==> config.mk <==
export PLATFORM = sky130hd
export DESIGN_NAME = sts_timer_status
export DESIGN_NICKNAME = d
export VERILOG_FILES = /design/src/rtl/sts_pkg.sv /design/src/rtl/sts_timer_status.sv
export SDC_FILE = /design/constraint.sdc
export NUM_CORES = 1
export LEC_CHECK = 0
export BUFFER_PORTS_ARGS = -buffer_cell sky130_fd_sc_hd__buf_4
export CORE_UTILIZATION = 55
export CTS_CLUSTER_SIZE = 14
export DETAILED_ROUTE_END_ITERATION = 10
export GPL_TIMING_DRIVEN = 0
export PLACE_DENSITY_LB_ADDON = 0.25
export SKIP_CTS_REPAIR_TIMING = 1
export SLEW_MARGIN = 40
export SYNTH_ARGS = -nofsm -noshare
export SYNTH_HDL_FRONTEND = slang
export SYNTH_SLANG_ARGS = --single-unit
==> constraint.sdc <==
create_clock -name clk_sys -period 6.9 [get_ports clk_sys]
set_input_delay 1.725 -clock clk_sys [delete_from_list [all_inputs] [get_ports clk_sys]]
set_output_delay 1.725 -clock clk_sys [all_outputs]
set_load 0.005 [all_outputs]
==> src/rtl/sts_pkg.sv <==
// Constants for the system timer and ready status block.
// Assumes a single 125 MHz system clock and a host register port.
package sts_pkg;

  // ----------------------------------------
  // Clock and timing
  // ----------------------------------------
  localparam int CLK_HZ = 125_000_000;
  localparam int FREE_HZ = 25_000_000;
  localparam int FREE_DIV = CLK_HZ / FREE_HZ;
  localparam int FR_CLEAR_NS = 160;
  // Longest time, so rounded down
  localparam int FR_CLEAR_CYC = (FR_CLEAR_NS * (CLK_HZ / 1_000_000)) / 1000;
  localparam int TICK_DEFAULT = 1;

  // ----------------------------------------
  // Register offsets
  // ----------------------------------------
  localparam logic [7:0] OFF_HARDWARE_CONFIGURATION = 8'h74;
  localparam logic [7:0] OFF_TIMER_CFG = 8'h8c;
  localparam logic [7:0] OFF_TIMER_CNT = 8'h90;
  localparam logic [7:0] OFF_FREE_RUN = 8'h9c;

  // ----------------------------------------
  // Field positions and reset values
  // ----------------------------------------
  localparam int READY_BIT = 27;
  localparam int XOVER2_BIT = 26;
  localparam int XOVER1_BIT = 25;
  localparam int TIMER_EN_BIT = 29;
  localparam logic [15:0] PRELOAD_RST = 16'hffff;
  localparam logic [15:0] COUNT_RST = 16'hffff;
  localparam logic [31:0] FREE_RST = 32'h00000000;

endpackage : sts_pkg

==> src/rtl/sts_timer_status.sv <==
// Ready flag, crossover strap latch, general purpose timer and free count.
// Assumes a host register port synchronous to clk_sys and strap pins
// that are stable around reset release.
`timescale 1ns/1ps
`default_nettype none

// Summary of operation
// - The ready flag at bit 27 is clear after any reset and is set once the device reports stable.
// - A rising ready flag raises a ready interrupt when its enable is active.
// - The configuration register may be polled in reset or not ready, values in reset being invalid.
// - Either 16-bit half of a register may be read alone.
// - Bits 26 and 25 show the crossover straps of ports 2 and 1, latched at reset and rewritable by the loader.
// - Each port's crossover override control and state replace its latched strap.
// - Timer enable bit 29 runs the timer when set, halts it when clear, and resets to zero.
// - A falling timer enable forces the preload field to all ones.
// - The preload field gives the start value and the running timer counts down one step per tick.
// - The timer raises host interrupts periodically.
// - The count register returns the current timer value in its low half, upper half zero.
// - A 32-bit free count starts at zero and increments on each 25 MHz cycle.
// - The free count wraps from its maximum to zero without any event.
module sts_timer_status #(
  parameter int TICK_CYCLES = sts_pkg::TICK_DEFAULT
) (
  // Clock and resets
  input wire logic clk_sys,
  input wire logic reset_n,
  input wire logic digital_reset,
  input wire logic device_stable,
  // Straps and loader
  input wire logic strap_xover_1,
  input wire logic strap_xover_2,
  input wire logic eeprom_strap_wr,
  input wire logic [1:0] eeprom_strap_data,
  // PHY crossover overrides, bit 0 is port 1
  input wire logic [1:0] crossover_override_control,
  input wire logic [1:0] crossover_override_state,
  // Host register port
  input wire logic [7:0] reg_addr,
  input wire logic reg_wr,
  input wire logic reg_rd,
  input wire logic reg_half,
  input wire logic reg_upper,
  input wire logic [31:0] reg_wdata,
  output logic [31:0] reg_rdata,
  output logic reg_rvalid,
  // Interrupt enables and clear
  input wire logic ready_irq_en,
  input wire logic timer_irq_en,
  input wire logic timer_status_clr,
  // Status outputs
  output logic [1:0] crossover_enable_strap_state,
  output logic ready,
  output logic ready_irq,
  output logic timer_status,
  output logic timer_irq
);

  // Refused at elaboration, the prescaler is only 16 bits wide
  if (TICK_CYCLES < 1 || TICK_CYCLES > 65536) begin : g_tick_chk
    $error("TICK_CYCLES out of range");
  end

  localparam int FR_LIM = sts_pkg::FR_CLEAR_CYC;

  logic next_ready;
  logic strap_pending;
  logic [1:0] strap_latch;
  logic cfg_wr;
  logic timer_en;
  logic [15:0] preload;
  logic [15:0] count;
  logic [15:0] tick_cnt;
  logic tick;
  logic [2:0] div_cnt;
  logic fr_tick;
  logic [31:0] free_count;
  logic [31:0] rd_word;

  // ----------------------------------------
  // Ready flag
  // ----------------------------------------
  always_comb begin
    next_ready = ready;
    if (digital_reset) begin
      next_ready = 1'b0;
    end else if (device_stable) begin
      next_ready = 1'b1;
    end
  end

  always_ff @(posedge clk_sys or negedge reset_n) begin
    if (!reset_n) begin
      ready <= 1'b0;
      ready_irq <= 1'b0;
    end else begin
      ready <= next_ready;
      ready_irq <= ready_irq_en & ~ready & next_ready;
    end
  end

  // ----------------------------------------
  // Crossover straps
  // ----------------------------------------
  // Pins are caught on the first edge after release, never by the reset
  always_ff @(posedge clk_sys or negedge reset_n) begin
    if (!reset_n) begin
      strap_pending <= 1'b1;
      strap_latch <= 2'h0;
    end else if (digital_reset) begin
      strap_pending <= 1'b1;
    end else if (strap_pending) begin
      strap_pending <= 1'b0;
      strap_latch <= {strap_xover_2, strap_xover_1};
    end else if (eeprom_strap_wr) begin
      strap_latch <= eeprom_strap_data;
    end
  end

  for (genvar p = 0; p < 2; p++) begin : g_port
    assign crossover_enable_strap_state[p] = crossover_override_control[p]
        ? crossover_override_state[p] : strap_latch[p];
  end

  // ----------------------------------------
  // General purpose timer
  // ----------------------------------------
  // Writes before ready are dropped so a half-booted host cannot start it
  assign cfg_wr = reg_wr & ready & (reg_addr == sts_pkg::OFF_TIMER_CFG);

  always_ff @(posedge clk_sys or negedge reset_n) begin
    if (!reset_n) begin
      timer_en <= 1'b0;
      preload <= sts_pkg::PRELOAD_RST;
    end else if (digital_reset) begin
      timer_en <= 1'b0;
      preload <= sts_pkg::PRELOAD_RST;
    end else if (cfg_wr) begin
      timer_en <= reg_wdata[sts_pkg::TIMER_EN_BIT];
      if (timer_en && !reg_wdata[sts_pkg::TIMER_EN_BIT]) begin
        preload <= sts_pkg::PRELOAD_RST;
      end else begin
        preload <= reg_wdata[15:0];
      end
    end
  end

  assign tick = timer_en & (tick_cnt == 16'(TICK_CYCLES - 1));

  always_ff @(posedge clk_sys or negedge reset_n) begin
    if (!reset_n) begin
      tick_cnt <= 16'h0000;
    end else if (digital_reset || cfg_wr || tick || !timer_en) begin
      tick_cnt <= 16'h0000;
    end else begin
      tick_cnt <= tick_cnt + 16'h0001;
    end
  end

  always_ff @(posedge clk_sys or negedge reset_n) begin
    if (!reset_n) begin
      count <= sts_pkg::COUNT_RST;
    end else if (digital_reset) begin
      count <= sts_pkg::COUNT_RST;
    end else if (cfg_wr && reg_wdata[sts_pkg::TIMER_EN_BIT]) begin
      count <= reg_wdata[15:0];
    end else if (tick) begin
      count <= count - 16'h0001;
    end
  end

  // Set wins over a host clear in the same cycle, a soft reset wins over both
  always_ff @(posedge clk_sys or negedge reset_n) begin
    if (!reset_n) begin
      timer_status <= 1'b0;
    end else if (digital_reset) begin
      timer_status <= 1'b0;
    end else if (tick && count == 16'h0000) begin
      timer_status <= 1'b1;
    end else if (timer_status_clr) begin
      timer_status <= 1'b0;
    end
  end

  assign timer_irq = timer_status & timer_irq_en;

  // ----------------------------------------
  // Free running counter
  // ----------------------------------------
  assign fr_tick = (div_cnt == 3'(sts_pkg::FREE_DIV - 1));

  always_ff @(posedge clk_sys or negedge reset_n) begin
    if (!reset_n) begin
      div_cnt <= 3'h0;
      free_count <= sts_pkg::FREE_RST;
    end else if (digital_reset) begin
      div_cnt <= 3'h0;
      free_count <= sts_pkg::FREE_RST;
    end else begin
      div_cnt <= fr_tick ? 3'h0 : div_cnt + 3'h1;
      if (fr_tick) begin
        free_count <= free_count + 32'h00000001;
      end
    end
  end

  // ----------------------------------------
  // Register reads
  // ----------------------------------------
  always_comb begin
    rd_word = 32'h00000000;
    unique case (reg_addr)
      sts_pkg::OFF_HARDWARE_CONFIGURATION: begin
        rd_word[sts_pkg::READY_BIT] = ready;
        rd_word[sts_pkg::XOVER2_BIT] = crossover_enable_strap_state[1];
        rd_word[sts_pkg::XOVER1_BIT] = crossover_enable_strap_state[0];
      end
      sts_pkg::OFF_TIMER_CFG: begin
        rd_word[sts_pkg::TIMER_EN_BIT] = timer_en;
        rd_word[15:0] = preload;
      end
      sts_pkg::OFF_TIMER_CNT: rd_word[15:0] = count;
      sts_pkg::OFF_FREE_RUN: rd_word = free_count;
      default: rd_word = 32'h00000000;
    endcase
    // Only the configuration register answers before ready
    if (!ready && reg_addr != sts_pkg::OFF_HARDWARE_CONFIGURATION) begin
      rd_word = 32'h00000000;
    end
  end

  always_ff @(posedge clk_sys or negedge reset_n) begin
    if (!reset_n) begin
      reg_rdata <= 32'h00000000;
      reg_rvalid <= 1'b0;
    end else begin
      reg_rvalid <= reg_rd;
      if (reg_rd) begin
        if (reg_half) begin
          reg_rdata <= {16'h0000, reg_upper ? rd_word[31:16]
                                            : rd_word[15:0]};
        end else begin
          reg_rdata <= rd_word;
        end
      end
    end
  end
endmodule : sts_timer_status

`default_nettype wire

After elaboration in Yosys (flattened, before gate mapping)
Cells that the tools add are included.
{"block": "totals", "wordCells": 81, "output_inout_bits": 39, "ff_bits": 123, "in_bits": 60}
{"block": "op_classes", "n_mux": 32, "n_reduce_logical": 18, "n_eq_ne": 6, "n_bitwise": 8, "add_sub_neg": 4}
{"cell": "$mux W16", "count": 8}
{"cell": "$mux W32", "count": 4}
{"cell": "$pmux W16 S3", "count": 1}
{"cell": "$add A32 B1 Y32 const B", "count": 1}
{"cell": "$logic_not A16 Y1", "count": 2}
{"cell": "$eq A8 B8 Y1 const B", "count": 3}
{"cell": "$add A16 B1 Y16 const B", "count": 1}
{"cell": "$sub A16 B1 Y16 const B", "count": 1}
{"cell": "$mux W1", "count": 11}
{"cell": "$mux W9", "count": 1}
{"cell": "$eq A8 B7 Y1 const B", "count": 1}
{"cell": "$ne A8 B7 Y1 const B", "count": 1}
{"cell": "$and A1 B1 Y1", "count": 6}
{"cell": "$mux W2", "count": 3}
{"cell": "$mux W3", "count": 2}
{"cell": "$pmux W3 S2", "count": 1}
{"cell": "$reduce_bool A2 Y1", "count": 3}
{"cell": "$reduce_bool A3 Y1", "count": 2}
{"cell": "$logic_and A1 B1 Y1", "count": 4}
{"cell": "$add A3 B1 Y3 const B", "count": 1}
{"cell": "$eq A3 B3 Y1 const B", "count": 1}
{"cell": "$logic_not A1 Y1", "count": 3}
{"cell": "$logic_or A1 B1 Y1", "count": 3}
{"cell": "$not A1 Y1", "count": 2}
{"cell": "other kinds (2)", "count": 2}

Depth between registers and ports, before layout
{"block": "logic_depth", "ltp_word": 6, "depth_mapped": 8, "mapped_depth_nobuf": 7}

Worst setup path before layout
OpenSTA, ideal clock, no wires.
{"block": "synth_path", "path_kind": "input to output", "from": "in crossover_override_control[0]", "to": "out crossover_enable_strap_state[0]", "setup_slack_ps": 3126, "required_time_ps": 5175, "t_arrival_ps": 2049, "path_stages": 1, "path_buffers": 0, "cell_sequence": "mux2_2"}
{"block": "synth_via", "elab_chain_cells": 1}
{"element": "from (decl)", "line_no": "sts_timer_status.sv:35", "text": "input wire logic [1:0] crossover_override_control,"}
{"element": "$mux W1", "line_no": "sts_timer_status.sv:121", "text": "? crossover_override_state[p] : strap_latch[p];"}
{"element": "to (decl)", "line_no": "sts_timer_status.sv:51", "text": "output logic [1:0] crossover_enable_strap_state,"}
No other way between the ends.

Final worst setup path
{"block": "layout_path", "from": "in crossover_override_control[1]", "to": "out crossover_enable_strap_state[1]"}
The elaborated chain is that of the path after synthesis.

==> impl_results.md <==
- Switching Fraction: 21.99%
- Slew Limit Fails: 0
- Distinct cells, synth: between 60 and 70
- 1st-iter DRT viols: 380
- I/O Buffers: slightly above 80
- H-tree Lvls: 4
- P_sw: 400.8 uW
- Initial antenna violation count: 0
- Final wirelength: between 15000 and 20000 um
- Max incr delay on CP: 0.35 ns
- Reg2reg setup slack: 4.46 ns
- Post-synth ARST share: 100.0%
- Power Density: approximately 230 mW/mm2
- Synth-to-Final Area Change: 24.05%
- Hold_ws: between 0.4 and 0.5 ns
- PnR worst setup slack: roughly 2.9 ns
- Root buffer cell: clkbuf_16
- Sequential Power Share: 40.4%
- Rows: 38
- Drt first pass iters: 5
- I/O pins: 99
- GRT Overall Usage: 31.54%
- Nets: a little over 800
- Critical path buffer and inverter count: 2
- Worst Path Required: 5.18 ns
- Max cap viols: 0
- Post-Place Setup Slack: 2.820 ns
- Worst VDD drop: 0.2044 mV
- Starting Density: between 50% and 60%
- Num Clock Sinks: about 120
- CP arrival: 2.30 ns
- Clk_skew: 0.007381 ns
- CTS tree: built
- TNS Setup: 0 ns
- Post-Place Cells: just under 900
- Hold wc startpoint: reg_rdata[8]
- Post-Layout Cell Count: 912
- Worst-margin pin slew: 0.7595 ns
- Reg2reg end: count[10]
- Fin util: 70.80%
- Crit path kind: in2out
- GRT overflow: 0
- Comb pwr share: 5.5%
- Post-synthesis cell count: 656
- Hold path cells: 1
- Area contributors post-synth: dfrtp_1 (36%), dfstp_2 (14%), nor2_1 (5.1%)
- FMAX: 248.6 MHz
- #FFs+latches synth: between 100 and 150
- Post-layout min period: around 4 ns
- Clk_lat worst skew: between 0.4 and 0.5 ns
- Worst Setup End Kind: output pin
- DP Wirelength: 12460 um
- Syn nets: 722
- Fin. Hold Viols: 0
- Max-Slew Margin vs Limit: 48.06%
- Hold endpoint: reg_rdata[8]
- CTS clock-pin slew for the worst setup and hold paths: 0.06 ns
- Vias in the first global route: 5378
- Filler cell count: 817
- Area leader, netlist: dfrtp_1
- First-pass GRT wire length: 27730 um
- WL/cell: approximately 19 um
- DR DRC count: 0
- Clock share of power: 54.1%
- R2R depth: 8
- Ys Warns: 0
- Vias per inst: 6.117
- Mapped cell area: roughly 0.0063 mm2
- Setup repair after global routing missed its margin: no
- Setup violators final: 0
- Total CTS buffers: 17
- Most common cell on crit path: buf_4
- Overall die height: 108.8 um
- Diode count: 0
- Worst r2r src: count[0]
- Worst Setup Start Kind: input pin
- Largest net degree at the start of global routing: between 70 and 80
- Final ANT Viol Nets: 0
- Die Footprint: 0.01183 mm2
- Placed cell area: 0.007111 mm2
- Clock tree buffer depth: 2
- Min-Delay Path Class: reg2reg
- CP top delay family: multiplexers
- Synthesized area per cell: 9.556 um2
- Sequential area share after synthesis: 49.76%
- CP max FO: 2
- Share of the synthesized area in the top cell type: 35.93%
- Int Pwr: 1.422 mW
- GP Congestion: 0.9194
- Crit-path slowest cell: mux2_2
- Die Span X: between 100 and 150 um
- Status: finished clean
- Synth Flop Type: dfrtp_1
- Share of layout cells above drive strength 1: 22.15%
- Design area: ~0.008 mm2
- Worst-path cell chain: buf_4 -> mux2_2 -> buf_4
- Power Total: between 1.5 and 2 mW
- Post-synth EDFFs: 0
- Core Region: 0.01098 mm2
- Crit share post-route: 58.29%
- DR vias: 5579
- Leak: 3.237 nW
==> cells by family after synthesis <==
family                   Yosys count  synth area share (%)
adder cells (fa/ha/maj)            6                 1.198
AND/OR/NAND/NOR                  274                 22.49
XOR/XNOR                          43                 6.008
multiplexers                       3                0.5189
buffers and inverters             54                 3.373
AO/OA/AOI/OAI                    153                 16.65
flip-flops                       123                 49.76
==> synth_stat cells, drive strengths merged (5+ instances only) <==
library cell  number
nor2              88
a21oi             31
clkbuf            28
dfrtp             90
and4               5
a22oi             13
nand4             13
nor2b              5
a2111oi            7
ha                 6
a222oi             6
a221o              6
nor3              36
a22o              13
xor2              20
nand2             48
and3               6
dfstp             33
o21ai             41
or4                8
a21o               6
inv               18
or3                5
and2               5
nor4              12
nand3             24
o22ai              5
buf                8
xnor2             23
==> placed cells by master, fill, tap and decap left out, types with 7 or more instances in the layout <==
cell,n
clkbuf_16,17
xor2_1,20
nand3_1,24
nand4_1,13
clkbuf_1,27
dfstp_2,33
a2111oi_0,7
dfrtp_1,90
nor4_1,9
a22oi_1,13
inv_1,18
a21oi_1,31
xnor2_1,23
nor3_1,35
buf_4,82
nand2_1,48
o21ai_0,40
a22o_1,13
nor2_1,86
==> worst register-to-register path: cells and delay by family, from the launching register on <==
family	cells	cell delay [ns]
simple gates	3	1.22
compound gates	2	0.31
buf+inv	2	0.25
flops	1	0.40
fa+ha+maj	1	0.18
==> metal layers <==
metal  routed length [um]  up-vias  global-route usage [%]
li1                     -     2613                       -
met2                 8287      259                   49.73
met4                  510        0                   14.86
met1                 7389     2674                   41.36
met5                    0        -                       0
met3                 1164       33                   7.113
==> power groups by stage <==
stage / Combinational (mW) / Sequential (mW) / Clock [mW]
5_1_grt: 0.110 / 0.737 / 1.03
4_1_cts: 0.0991 / 0.736 / 0.996
6_report: 0.0995 / 0.736 / 0.987
3_5_place_dp: 0.0984 / 0.748 / 0
2_1_floorplan: 0.0360 / 0.747 / 0
3_3_place_gp: 0.0929 / 0.748 / 0
==> area by class of cell <==
| cell class | count | area, um2 | area share, % |
|---|---|---|---|
| Inverter | 18 | 67.56 | 0.8689 |
| Clock buffer | 18 | 439.2 | 5.648 |
| Sequential cell | 123 | 3119 | 40.11 |
| Clock inverter | 14 | 217.7 | 2.800 |
| Tap cell | 140 | 175.2 | 2.253 |
| Buffer | 36 | 143.9 | 1.850 |
| Timing Repair Buffer | 84 | 658.1 | 8.463 |
| Multi-Input combinational cell | 479 | 2955 | 38.00 |
==> registers in the layout, indices dropped and copies added (netlist names) <==
signal	flops
count	16
div_cnt	3
free_count	32
preload	16
ready	1
ready_irq	1
reg_rdata	32
reg_rvalid	1
strap_latch	2
strap_pending	1
tick_cnt	16
timer_en	1
timer_status	1
==> worst max-delay path by stage <==
stage,startpoint,to,cells after the start
after detailed placement,reg_addr[5],reg_rdata[8],7
after global routing,crossover_override_control[1],crossover_enable_strap_state[1],3
after CTS,crossover_override_control[1],crossover_enable_strap_state[1],3
final,crossover_override_control[1],crossover_enable_strap_state[1],3
after global placement,reg_addr[5],reg_rdata[8],7
after floorplan,crossover_override_control[0],crossover_enable_strap_state[0],1
(Power assumes the default switching activity.)
